`config.mk`:
```
export PLATFORM = sky130hd
export DESIGN_NAME = cbsc_top
export DESIGN_NICKNAME = d
export VERILOG_FILES = /design/src/rtl/cbsc_pkg.sv /design/src/rtl/cbsc_arb_if.sv /design/src/rtl/cbsc_arbiter.sv /design/src/rtl/cbsc_engine_next.sv /design/src/rtl/cbsc_top.sv
export SDC_FILE = /design/constraint.sdc
export NUM_CORES = 1
export LEC_CHECK = 0
export BUFFER_PORTS_ARGS = -buffer_cell sky130_fd_sc_hd__buf_2
export CAP_MARGIN = 20
export CORE_MARGIN = 5
export CORE_UTILIZATION = 52
export DETAILED_ROUTE_END_ITERATION = 8
export HOLD_SLACK_MARGIN = 0.12
export PLACE_DENSITY = 0.85
export SLEW_MARGIN = 20
export SYNTH_ARGS = -nofsm -noshare
export SYNTH_HDL_FRONTEND = slang
export SYNTH_SLANG_ARGS = --single-unit
```
`constraint.sdc`:
```
create_clock -name i_ref_clk -period 4.1 [get_ports i_ref_clk]
set_input_delay 0.41 -clock i_ref_clk [delete_from_list [all_inputs] [get_ports i_ref_clk]]
set_output_delay 0.41 -clock i_ref_clk [all_outputs]
set_load 0.005 [all_outputs]
```
`src/rtl/cbsc_pkg.sv`:
```
// Constants and types for the buffer status/control word block.
// Assumes one clock domain and single-cycle agents on both sides.
//
// How it works
// - Word layout: length 15:12, reserved 11:8, priority 7:4, state 3:0.
// - CPU and engine both read and write the word; engine wins contention.
// - While busy, only low-byte control word writes are accepted.
// - Engine sets busy during receive copy and pending or active transmission.
// - Engine copy-done and transmit-done updates always leave the busy bit cleared.
// - Receive states: idle 0000, armed 0010, holding 0100, lost 0110.
// - Copy start sets busy: armed 0011, holding 0101, lost 0111.
// - State 0001 only when software writes receive idle during a copy.
// - Transmit: idle 1000, single 1100; busy codes 1101 and 1111.
// - State 1010 answers a matching remote frame automatically.
// - State 1110 transmits once, then becomes 1010.
// - State 1001 only when software writes transmit idle while busy.
// - Encoding 1011 is never produced.
// - Priority field holds software transmit priority used by the engine.
// - On reception the engine writes the length code.
// - Length code is a plain 4-bit binary field, 0 to 15; the byte count it gives runs 0 to 8.
// - Length codes of eight or more mean eight bytes.
// - Bytes beyond the coded length are ignored or may be garbage.
package cbsc_pkg;

  localparam int        DLC_MSB      = 15;
  localparam int        DLC_LSB      = 12;
  localparam int        PRI_MSB      = 7;
  localparam int        PRI_LSB      = 4;
  localparam int        ST_MSB       = 3;
  localparam int        ST_LSB       = 0;
  localparam int        BUSY_BIT     = 0;
  localparam int        DIR_BIT      = 3;
  localparam logic [2:0] CTL_WORD_IDX = 3'h0;
  localparam logic [15:0] CTL_RESET   = 16'h0000;
  localparam logic [3:0] MAX_BYTES    = 4'h8;

  typedef enum logic [3:0] {
    st_rx_idle        = 4'h0,
    st_rx_cancelled   = 4'h1,
    st_rx_armed       = 4'h2,
    st_rx_copy_first  = 4'h3,
    st_rx_holding     = 4'h4,
    st_rx_copy_second = 4'h5,
    st_rx_lost        = 4'h6,
    st_rx_copy_later  = 4'h7,
    st_tx_idle        = 4'h8,
    st_tx_cancelled   = 4'h9,
    st_tx_autoreply   = 4'ha,
    st_reserved       = 4'hb,
    st_tx_single      = 4'hc,
    st_tx_busy_a      = 4'hd,
    st_tx_single_auto = 4'he,
    st_tx_busy_b      = 4'hf
  } cbsc_state_type;

  typedef enum logic [2:0] {
    cmd_none         = 3'h0,
    cmd_copy_start   = 3'h1,
    cmd_copy_done    = 3'h2,
    cmd_tx_schedule  = 3'h3,
    cmd_remote_match = 3'h4,
    cmd_tx_done      = 3'h5
  } cbsc_cmd_type;

endpackage : cbsc_pkg

```
`src/rtl/cbsc_arb_if.sv`:
```
// Request and grant wires between the control word and its arbiter.
// Assumes both ends run on the same clock.
interface cbsc_arb_if;
  logic eng_valid;
  logic cpu_req;
  logic eng_grant;
  logic cpu_grant;

  modport arb (input eng_valid, input cpu_req, output eng_grant, output cpu_grant);
  modport top (output eng_valid, output cpu_req, input eng_grant, input cpu_grant);
endinterface : cbsc_arb_if

```
`src/rtl/cbsc_arbiter.sv`:
```
// Access arbiter for the shared control word.
// Assumes the CPU holds its request until acknowledged.
module cbsc_arbiter (
  input wire logic i_ref_clk,
  input wire logic i_nrst,
  cbsc_arb_if.arb  bus
);

  logic hold;
  logic grant_cpu;

  // Engine always wins; the CPU waits, as in a dual-ported RAM stall
  assign bus.eng_grant = bus.eng_valid;
  // Request is still high in the ack cycle, so skip one cycle after a grant
  assign grant_cpu     = bus.cpu_req & ~bus.eng_valid & ~hold;
  assign bus.cpu_grant = grant_cpu;

  always_ff @(posedge i_ref_clk) begin
    if (!i_nrst) begin
      hold <= 1'b0;
    end else begin
      hold <= grant_cpu;
    end
  end

endmodule : cbsc_arbiter

```
`src/rtl/cbsc_engine_next.sv`:
```
// Next buffer state for an engine command.
// Assumes commands arrive only from the protocol engine.
module cbsc_engine_next (
  input  wire cbsc_pkg::cbsc_state_type i_state,
  input  wire cbsc_pkg::cbsc_cmd_type   i_cmd,
  output cbsc_pkg::cbsc_state_type      o_next,
  output logic                          o_update,
  output logic                          o_dlc_write
);

  always_comb begin
    o_next      = i_state;
    o_update    = 1'b0;
    o_dlc_write = 1'b0;
    case (i_cmd)
      cbsc_pkg::cmd_copy_start: begin
        o_update = 1'b1;
        case (i_state)
          cbsc_pkg::st_rx_armed:   o_next = cbsc_pkg::st_rx_copy_first;
          cbsc_pkg::st_rx_holding: o_next = cbsc_pkg::st_rx_copy_second;
          cbsc_pkg::st_rx_lost:    o_next = cbsc_pkg::st_rx_copy_later;
          default:                 o_update = 1'b0;
        endcase
      end
      cbsc_pkg::cmd_copy_done: begin
        o_update    = 1'b1;
        o_dlc_write = 1'b1;
        case (i_state)
          cbsc_pkg::st_rx_copy_first:  o_next = cbsc_pkg::st_rx_holding;
          cbsc_pkg::st_rx_copy_second: o_next = cbsc_pkg::st_rx_lost;
          cbsc_pkg::st_rx_copy_later:  o_next = cbsc_pkg::st_rx_lost;
          cbsc_pkg::st_rx_cancelled:   o_next = cbsc_pkg::st_rx_idle;
          default: begin
            o_update    = 1'b0;
            o_dlc_write = 1'b0;
          end
        endcase
      end
      cbsc_pkg::cmd_tx_schedule: begin
        o_update = 1'b1;
        case (i_state)
          cbsc_pkg::st_tx_single:      o_next = cbsc_pkg::st_tx_busy_a;
          cbsc_pkg::st_tx_single_auto: o_next = cbsc_pkg::st_tx_busy_b;
          default:                     o_update = 1'b0;
        endcase
      end
      cbsc_pkg::cmd_remote_match: begin
        o_update = (i_state == cbsc_pkg::st_tx_autoreply);
        if (o_update) begin
          o_next = cbsc_pkg::st_tx_busy_b;
        end
      end
      cbsc_pkg::cmd_tx_done: begin
        o_update = 1'b1;
        case (i_state)
          cbsc_pkg::st_tx_busy_a:    o_next = cbsc_pkg::st_tx_idle;
          cbsc_pkg::st_tx_busy_b:    o_next = cbsc_pkg::st_tx_autoreply;
          cbsc_pkg::st_tx_cancelled: o_next = cbsc_pkg::st_tx_idle;
          default:                   o_update = 1'b0;
        endcase
      end
      default: o_update = 1'b0;
    endcase
  end

endmodule : cbsc_engine_next

```
`src/rtl/cbsc_top.sv`:
```
// Status/control word of one message buffer, shared by CPU and CAN engine.
// Assumes the engine and the CPU run on i_ref_clk; the buffer data RAM
// lives outside and is written only through the gated strobe below.
module cbsc_top (
  input  wire logic        i_ref_clk,
  input  wire logic        i_nrst,
  // CPU side
  input  wire logic        i_cpu_req,
  input  wire logic        i_cpu_we,
  input  wire logic [2:0]  i_cpu_addr,
  input  wire logic [1:0]  i_cpu_be,
  input  wire logic [15:0] i_cpu_wdata,
  input  wire logic [15:0] i_data_rdata,
  output logic             o_cpu_ack,
  output logic             o_cpu_reject,
  output logic [15:0]      o_cpu_rdata,
  // Data RAM write strobe, passed on only when the buffer is not busy
  output logic             o_data_we,
  output logic [2:0]       o_data_addr,
  output logic [1:0]       o_data_be,
  output logic [15:0]      o_data_wdata,
  // CAN engine side
  input  wire logic        i_eng_valid,
  input  wire logic [2:0]  i_eng_cmd,
  input  wire logic [3:0]  i_eng_dlc,
  output logic [3:0]       o_buffer_state,
  output logic [3:0]       o_tx_priority,
  output logic [3:0]       o_dlc,
  output logic [3:0]       o_byte_count,
  output logic             o_tx_pending,
  output logic             o_autoreply_armed
);

  ////////////////////////////////////////////////////////////////////////////
  // Arbitration

  cbsc_arb_if arb ();

  assign arb.eng_valid = i_eng_valid;
  assign arb.cpu_req   = i_cpu_req;

  cbsc_arbiter u_arb (
    .i_ref_clk (i_ref_clk),
    .i_nrst    (i_nrst),
    .bus       (arb.arb)
  );

  ////////////////////////////////////////////////////////////////////////////
  // Stored word

  cbsc_pkg::cbsc_state_type state;
  logic [3:0]               prio;
  logic [3:0]               data_length_code;

  cbsc_pkg::cbsc_state_type next_state;
  logic [3:0]               next_prio;
  logic [3:0]               next_dlc;
  logic [3:0]               next_count;

  ////////////////////////////////////////////////////////////////////////////
  // Engine commands

  cbsc_pkg::cbsc_cmd_type   eng_cmd;
  cbsc_pkg::cbsc_state_type eng_next;
  logic                     eng_update;
  logic                     eng_dlc_write;
  logic                     eng_take;

  assign eng_cmd  = cbsc_pkg::cbsc_cmd_type'(i_eng_cmd);
  assign eng_take = arb.eng_grant;

  cbsc_engine_next u_next (
    .i_state     (state),
    .i_cmd       (eng_cmd),
    .o_next      (eng_next),
    .o_update    (eng_update),
    .o_dlc_write (eng_dlc_write)
  );

  ////////////////////////////////////////////////////////////////////////////
  // CPU access decode

  wire busy     = state[cbsc_pkg::BUSY_BIT];
  wire is_tx    = state[cbsc_pkg::DIR_BIT];
  wire cpu_take = arb.cpu_grant;
  wire cpu_wr   = cpu_take & i_cpu_we;
  wire ctl_sel  = (i_cpu_addr == cbsc_pkg::CTL_WORD_IDX);

  // Low byte of the control word is always writable; the rest is not while busy
  wire wr_low   = cpu_wr & ctl_sel & i_cpu_be[0];
  wire wr_high  = cpu_wr & ctl_sel & i_cpu_be[1] & ~busy;
  wire wr_data  = cpu_wr & ~ctl_sel & (|i_cpu_be) & ~busy;
  wire wr_block = cpu_wr & busy & (~ctl_sel | i_cpu_be[1]);

  wire [3:0] wst = i_cpu_wdata[cbsc_pkg::ST_MSB:cbsc_pkg::ST_LSB];
  wire [3:0] wpr = i_cpu_wdata[cbsc_pkg::PRI_MSB:cbsc_pkg::PRI_LSB];
  wire [3:0] wdl = i_cpu_wdata[cbsc_pkg::DLC_MSB:cbsc_pkg::DLC_LSB];

  // Writing idle over a running copy or transmission keeps a busy marker,
  // so the engine can still close out the operation it has started
  wire rx_cancel = (wst == cbsc_pkg::st_rx_idle) & busy & ~is_tx;
  wire tx_cancel = (wst == cbsc_pkg::st_tx_idle) & busy & is_tx;
  // Odd idle codes written directly would fake a busy marker; treat as idle
  wire bad_code  = (wst == cbsc_pkg::st_reserved);

  cbsc_pkg::cbsc_state_type cpu_state;

  always_comb begin
    if (rx_cancel) begin
      cpu_state = cbsc_pkg::st_rx_cancelled;
    end else if (tx_cancel) begin
      cpu_state = cbsc_pkg::st_tx_cancelled;
    end else if (bad_code) begin
      cpu_state = state;
    end else if (wst == cbsc_pkg::st_rx_cancelled) begin
      cpu_state = cbsc_pkg::st_rx_idle;
    end else if (wst == cbsc_pkg::st_tx_cancelled) begin
      cpu_state = cbsc_pkg::st_tx_idle;
    end else begin
      cpu_state = cbsc_pkg::cbsc_state_type'(wst);
    end
  end

  ////////////////////////////////////////////////////////////////////////////
  // Next values

  assign next_state = (eng_take & eng_update) ? eng_next :
                      wr_low ? cpu_state : state;
  assign next_prio  = wr_low ? wpr : prio;
  assign next_dlc   = (eng_take & eng_dlc_write) ? i_eng_dlc :
                      wr_high ? wdl : data_length_code;
  // Codes of eight and above all mean eight bytes
  assign next_count = (next_dlc >= cbsc_pkg::MAX_BYTES) ?
                      cbsc_pkg::MAX_BYTES : next_dlc;

  wire [15:0] ctl_word = {data_length_code, 4'h0, prio, state};

  wire next_pending = (next_state == cbsc_pkg::st_tx_busy_a) |
                      (next_state == cbsc_pkg::st_tx_busy_b);
  wire next_auto    = (next_state == cbsc_pkg::st_tx_autoreply) |
                      (next_state == cbsc_pkg::st_tx_single_auto);

  ////////////////////////////////////////////////////////////////////////////
  // Registers

  always_ff @(posedge i_ref_clk) begin
    if (!i_nrst) begin
      state <= cbsc_pkg::cbsc_state_type'(cbsc_pkg::CTL_RESET[3:0]);
      prio  <= cbsc_pkg::CTL_RESET[7:4];
      data_length_code   <= cbsc_pkg::CTL_RESET[15:12];
    end else begin
      state <= next_state;
      prio  <= next_prio;
      data_length_code   <= next_dlc;
    end
  end

  always_ff @(posedge i_ref_clk) begin
    if (!i_nrst) begin
      o_buffer_state    <= cbsc_pkg::CTL_RESET[3:0];
      o_tx_priority     <= cbsc_pkg::CTL_RESET[7:4];
      o_dlc             <= cbsc_pkg::CTL_RESET[15:12];
      o_byte_count      <= cbsc_pkg::CTL_RESET[15:12];
      o_tx_pending      <= 1'b0;
      o_autoreply_armed <= 1'b0;
    end else begin
      o_buffer_state    <= next_state;
      o_tx_priority     <= next_prio;
      o_dlc             <= next_dlc;
      o_byte_count      <= next_count;
      o_tx_pending      <= next_pending;
      o_autoreply_armed <= next_auto;
    end
  end

  // Read data shows the word as it stood when the access was granted
  always_ff @(posedge i_ref_clk) begin
    if (!i_nrst) begin
      o_cpu_ack    <= 1'b0;
      o_cpu_reject <= 1'b0;
      o_cpu_rdata  <= 16'h0000;
    end else begin
      o_cpu_ack    <= cpu_take;
      o_cpu_reject <= wr_block;
      if (cpu_take) begin
        o_cpu_rdata <= ctl_sel ? ctl_word : i_data_rdata;
      end
    end
  end

  always_ff @(posedge i_ref_clk) begin
    if (!i_nrst) begin
      o_data_we    <= 1'b0;
      o_data_addr  <= 3'h0;
      o_data_be    <= 2'h0;
      o_data_wdata <= 16'h0000;
    end else begin
      o_data_we <= wr_data;
      if (wr_data) begin
        o_data_addr  <= i_cpu_addr;
        o_data_be    <= i_cpu_be;
        o_data_wdata <= i_cpu_wdata;
      end
    end
  end

  wire eng_cmd_is_start = eng_take & (eng_cmd == cbsc_pkg::cmd_copy_start);
  wire eng_cmd_is_done  = eng_take & (eng_cmd == cbsc_pkg::cmd_copy_done);
  wire eng_cmd_is_sched = eng_take & (eng_cmd == cbsc_pkg::cmd_tx_schedule);
  wire eng_cmd_is_txend = eng_take & (eng_cmd == cbsc_pkg::cmd_tx_done);
endmodule : cbsc_top

```
==> metrics.txt, run 1 <==
share of post-route cells with drive strength above 1 roughly a third; commonest non-fill, non-tap cell in the layout buf_2; Mapped Cells approximately 280; Post-CTS Setup Repair Bufs 0; Max-slew headroom between 30% and 40%; Lkg Pwr 0.001628 uW; Die ar. between 6000 and 7000 um2; Residual DRC 0; DRT antenna net count 0; H-tree depth 3; HPWL Detailed 4.892 mm; Avg Cell Area, Syn between 9 and 10 um2; Die Y around 81 um; flops & latches, synth 57; most frequent cells in the layout buf_2, nand2_1, dfxtp_1; fillers 430; largest net degree at the start of global routing 54; hold buffers post-CTS 0; CP Class input pin to flip-flop; global router's overall resource usage between 20% and 30%; cell taking the most area after synthesis dfxtp_1; Req. time, crit path ~4400 ps; TritonCTS Buffers 9; Nets ~430; Max Cap Violations 0; Placer Congestion between 0.8 and 0.9; P&R area growth vs syn 27.80%; drt wl/cell approximately 15 um; clock slew at the register clock pins of the worst setup and hold paths approximately 60 ps; io pins between 100 and 150; Post-Place Setup Slack roughly 1400 ps; crit end category flip-flop; dpl cell area about 3100 um2; share of flip-flops with an asynchronous set or reset 0%; clk buf depth 2; Antenna Cells 0; antenna violations before repair 0; pwr dens roughly 360 nW/um2; sequential-to-total area share from yosys stat a little over two fifths; worst hold path type input pin to flip-flop; core box area ~4800 um2; vias in the first global route ~2.3k; crit start category input pin; post-cts gate resize count 0; first-pass GRT wire length 10.99 mm; # rows 25; final worst slack ~1700 ps; count of final setup violators 0; minimum clock period between 2000 and 2500 ps; Hold Violations, Final 0; DIE WIDTH approximately 80 um; Yosys warning total 0; TritonCTS Sinks 57; CP max FO 19; Slew Limit Fails 0; IO buf count between 100 and 150; Post-Syn Area 2606 um2; Initial DRC Count about 100; Main synth FF type dfxtp_1; DR vias/cell roughly 5.3; Arr. time, crit path 2630 ps; maximum vdd drop about 0.22 mV; Post-synth EDFFs 0; final setup TNS 0 ps; Mapped Nets around 330; Slew @ Worst Pin about 1000 ps; Unique masters post-synth 51; vias after detailed routing 2401; status finished clean; Setup Skew about 5.9 ps; Clock Latency Late Sink about 330 ps; length of the first detailed-routing pass in iterations 5; CTS tree built; fin crit share 57.97%; WL final 6.711 mm; Initial Util a little over half; CTS root buf clkbuf_8; Final Cell Area approximately 3300 um2; f_max 420.8 MHz; Yosys top cell area share 43.78%; synth top area cells dfxtp_1, nand2_1, mux2i_1, a21boi_1, o211a_1; GRT overflow 0; unrepaired setup endpoints after global routing false
power by group:
part | switching (uW) | total (uW) | internal [uW]
Combinational | 59.8 | 116 | 56.6
Sequential | 9.02 | 579 | 570
Clock | 211 | 507 | 296
critical path, stage by stage:
cell and delay [ps]:
buf_2 130, nor3_4 840, nand3_1 510, a21oi_1 350, o211ai_1 160, a211oi_2 220
per-layer routing:
| metal | GRT usage [%] | up-vias | routed length, um |
|---|---|---|---|
| met5 | 0 | - | 0 |
| met4 | 6.081 | 0 | 48 |
| met3 | 8.426 | 5 | 535 |
| met2 | 35.43 | 86 | 3186 |
| met1 | 27.73 | 1114 | 2941 |
| li1 | - | 1196 | - |
flip-flops by register name, indices dropped and copies added (netlist names):
signal             flops
o_autoreply_armed      1
o_buffer_state         4
o_byte_count           4
o_cpu_rdata           16
o_cpu_reject           1
o_data_addr            3
o_data_be              2
o_data_wdata          16
o_data_we              1
o_dlc                  3
o_tx_pending           1
o_tx_priority          4
u_arb.hold             1
cells by family after synthesis:
group | count (synthesis) | synth area share, %
mux | 21 | 8.065
flops | 57 | 43.78
xor+xnor | 1 | 0.3361
simple gates | 117 | 24.05
buf+inv | 24 | 4.801
compound gates | 63 | 18.96
Yosys cell counts (4+ instances only):
cell type	instances
dfxtp_1	57
and2_1	6
buf_2	7
a21oi_1	4
mux2i_1	21
nor2_1	5
nand2_1	64
nor2b_1	13
a22oi_1	4
inv_1	5
nand3_1	4
o21ai_0	5
a21boi_1	22
o211a_1	12
clkbuf_1	8
layout make-up:
type / instances / area [um2] / share of cell area [%]
clock inverters: 3 / 40.04 / 1.202
clock buffers: 13 / 148.9 / 4.470
well taps: 67 / 83.83 / 2.517
flip-flops and latches: 57 / 1141 / 34.26
repair buffers: 108 / 549.3 / 16.49
multi-input cells: 202 / 1349 / 40.50
inverters: 5 / 18.77 / 0.5635
worst paths after layout:
check / slack, ps / endpoint / from / cells after the start
min reg2reg: 450 / o_data_wdata[8]$_SDFFE_PN0P_ / o_data_wdata[8]$_SDFFE_PN0P_ / 2
max reg2reg: 1910 / o_data_wdata[0]$_SDFFE_PN0P_ / u_arb.hold$_SDFF_PN0_ / 6
min: 320 / o_data_wdata[8]$_SDFFE_PN0P_ / i_cpu_wdata[8] / 3
max: 1720 / o_tx_pending$_SDFF_PN0_ / i_cpu_addr[0] / 6
through the flow:
step / hold slack (ps) / power (uW) / cells / utilization, %
after detailed placement: 441.3 / 707.3 / 438 / 65.41
after global placement: 436.9 / 704.6 / 438 / 65.41
after CTS: 300.2 / 1215 / 454 / 69.36
final: 315.3 / 1203 / 455 / 69.59
after global routing: 296.5 / 1259 / 455 / 69.59
after floorplan: 451.4 / 648.6 / 283 / -
Power figures use the tool's default switching activity.
==> run 2: changes to the inputs <==
ABC_AREA = 1   (was not set)
CORE_UTILIZATION = 43   (was 52)
PLACE_DENSITY = 0.75   (was 0.85)
clock period = 2 ns   (was 4.1 ns; I/O delays follow)
==> metrics.txt, run 2 <==
f_max 582.2 MHz; Yosys top cell area share ~43%; Slew Limit Fails 0; status finished clean; hold buffers post-CTS 8; global router's overall resource usage between 20% and 30%; io pins around 110; top cells by count, synth nand2_1, nor2_1, dfxtp_1; CTS tree built; Arr. time, crit path ~2000 ps; Post-Synth Adder-Cell Area 0%; maximum vdd drop about 0.43 mV; crit end category flip-flop; share of post-route cells with drive strength above 1 a little under a third; Die Y roughly 88 um; P&R area growth vs syn 33.89%; first-pass GRT wire length 12.69 mm; clock slew at the register clock pins of the worst setup and hold paths ~70 ps; dpl cells 560; multiplexer share of the synthesized area 0%; Avg Cell Area, Syn about 6.8 um2; fin crit share a little under nine tenths; Compound-Gate Fraction of Synth Area between 10% and 20%; final setup TNS 0 ps; count of final setup violators 0; Post-synth EDFFs 0; Mapped Cells 389; drt wl/cell about 14 um; share of flip-flops with an asynchronous set or reset 0%; Req. time, crit path between 2000 and 2500 ps; Clock Latency Late Sink about 330 ps; worst hold path type input pin to flip-flop; Synth Area in XOR/XNOR 0%; CTS root buf clkbuf_8; clk buf depth 2; Die ar. 7797 um2; Antenna Cells 0; crit start category input pin; TritonCTS Sinks 57; Unique masters post-synth 26; CP max FO 5; Initial Util ~44%; Mapped Nets between 400 and 500; CP Class input pin to flip-flop; Max Cap Violations 0; Layout Cells excl Fill around 580; largest family of logic cells by synthesized area simple AND/OR/NAND/NOR gates; HPWL Detailed roughly 5.8 mm; H-tree depth 3; most frequent cells in the layout buf_2, nand2_1, nor2_1; Placer Congestion 0.9986; Nets about 550; sequential-to-total area share from yosys stat about 43%; Setup Skew 9.370 ps; minimum clock period between 1500 and 2000 ps; synth top area cells dfxtp_1, nand2_1, nor2_1, o21ai_0, nand3_1; TritonCTS Buffers 9; Largest regs o_cpu_rdata (16), o_data_wdata (16); cell taking the most area after synthesis dfxtp_1; GRT overflow 0; commonest non-fill, non-tap cell in the layout buf_2; Yosys warning total 0; Synth Area in Simple Gates about a third; length of the first detailed-routing pass in iterations 6; DRT antenna net count 0; pwr dens 763.0 nW/um2; Post-Syn Area between 2000 and 3000 um2; # rows 28; IO buf count 106; Post-CTS Setup Repair Bufs 0; fillers around 580; Max-slew headroom about 73%; count leader, synth nand2_1; DIE WIDTH between 80 and 90 um; unrepaired setup endpoints after global routing false; Residual DRC 0; WL final between 7 and 8 mm; Initial DRC Count between 150 and 200; antenna violations before repair 0; largest net degree at the start of global routing 41; Hold Violations, Final 0; Main synth FF type dfxtp_1; flops & latches, synth 57; Slew @ Worst Pin 405.5 ps; vias in the first global route 2788; Lkg Pwr 0.001877 uW; vias after detailed routing roughly 3k; post-cts gate resize count 0; core box area slightly below 6000 um2; DR vias/cell around 5
-- run 2: path summary, 6_finish.rpt --
check	to	start	slack [ps]	cells after the start
setup / recovery	o_byte_count[3]$_SDFF_PN0_	i_cpu_addr[1]	280	13
hold / removal	o_cpu_rdata[6]$_SDFFE_PN0N_	i_data_rdata[6]	130	3
setup reg to reg	o_tx_pending$_SDFF_PN0_	o_buffer_state[0]$_SDFF_PN0_	340	11
hold reg to reg	o_data_wdata[1]$_SDFFE_PN0P_	o_data_wdata[1]$_SDFFE_PN0P_	480	2
-- run 2: report_power, final --
group	leakage, uW	switching, uW	internal, uW
registers	0.000464	20.0	1180
clock network	0.000115	448	765
logic	0.00130	161	123
-- run 2: layout make-up --
type,count,area [um2],share of cell area [%]
inverters,37,138.9,3.935
multi-input cells,279,1271,36.02
flip-flops and latches,57,1141,32.33
well taps,75,93.84,2.659
clock buffers,11,151.4,4.289
clock inverters,5,77.57,2.198
repair buffers,120,655.6,18.57
-- run 2: per-stage QoR --
step	util (%)	cell area (um2)	power, uW	setup slack (ps)	hold slack (ps)
after global routing	59.26	3530	2806	103.5	150.6
after detailed placement	54.08	3221	1488	415.9	449.5
after floorplan	-	2636	1355	658.8	340.8
after global placement	54.08	3221	1485	448.1	436.4
after CTS	59.26	3530	2719	310.5	120.4
final	59.26	3530	2693	282.3	133.2
-- run 2: metal layers --
layer  track usage (%)  wire length, um
met5                 0                0
met4             8.379              223
met3             4.469              674
met2             35.01             3663
met1             25.81             3325
-- run 2: cell families (layout without fill, tap and decap cells) --
family,after synthesis,count (layout)
DFF,57,57
buffers and inverters,53,173
and+or+nand+nor,209,209
AOI/OAI and AO/OA,70,70
-- run 2: worst max-delay path, cell delays in order --
cell	delay, ps
dlygate4sd3_1	550
buf_2	120
inv_1	60
nand2_1	140
nor2_1	210
nand3_2	180
inv_2	110
nand2_1	60
nand2_1	50
nand2_1	50
o21ai_2	120
inv_2	40
nor2_1	80
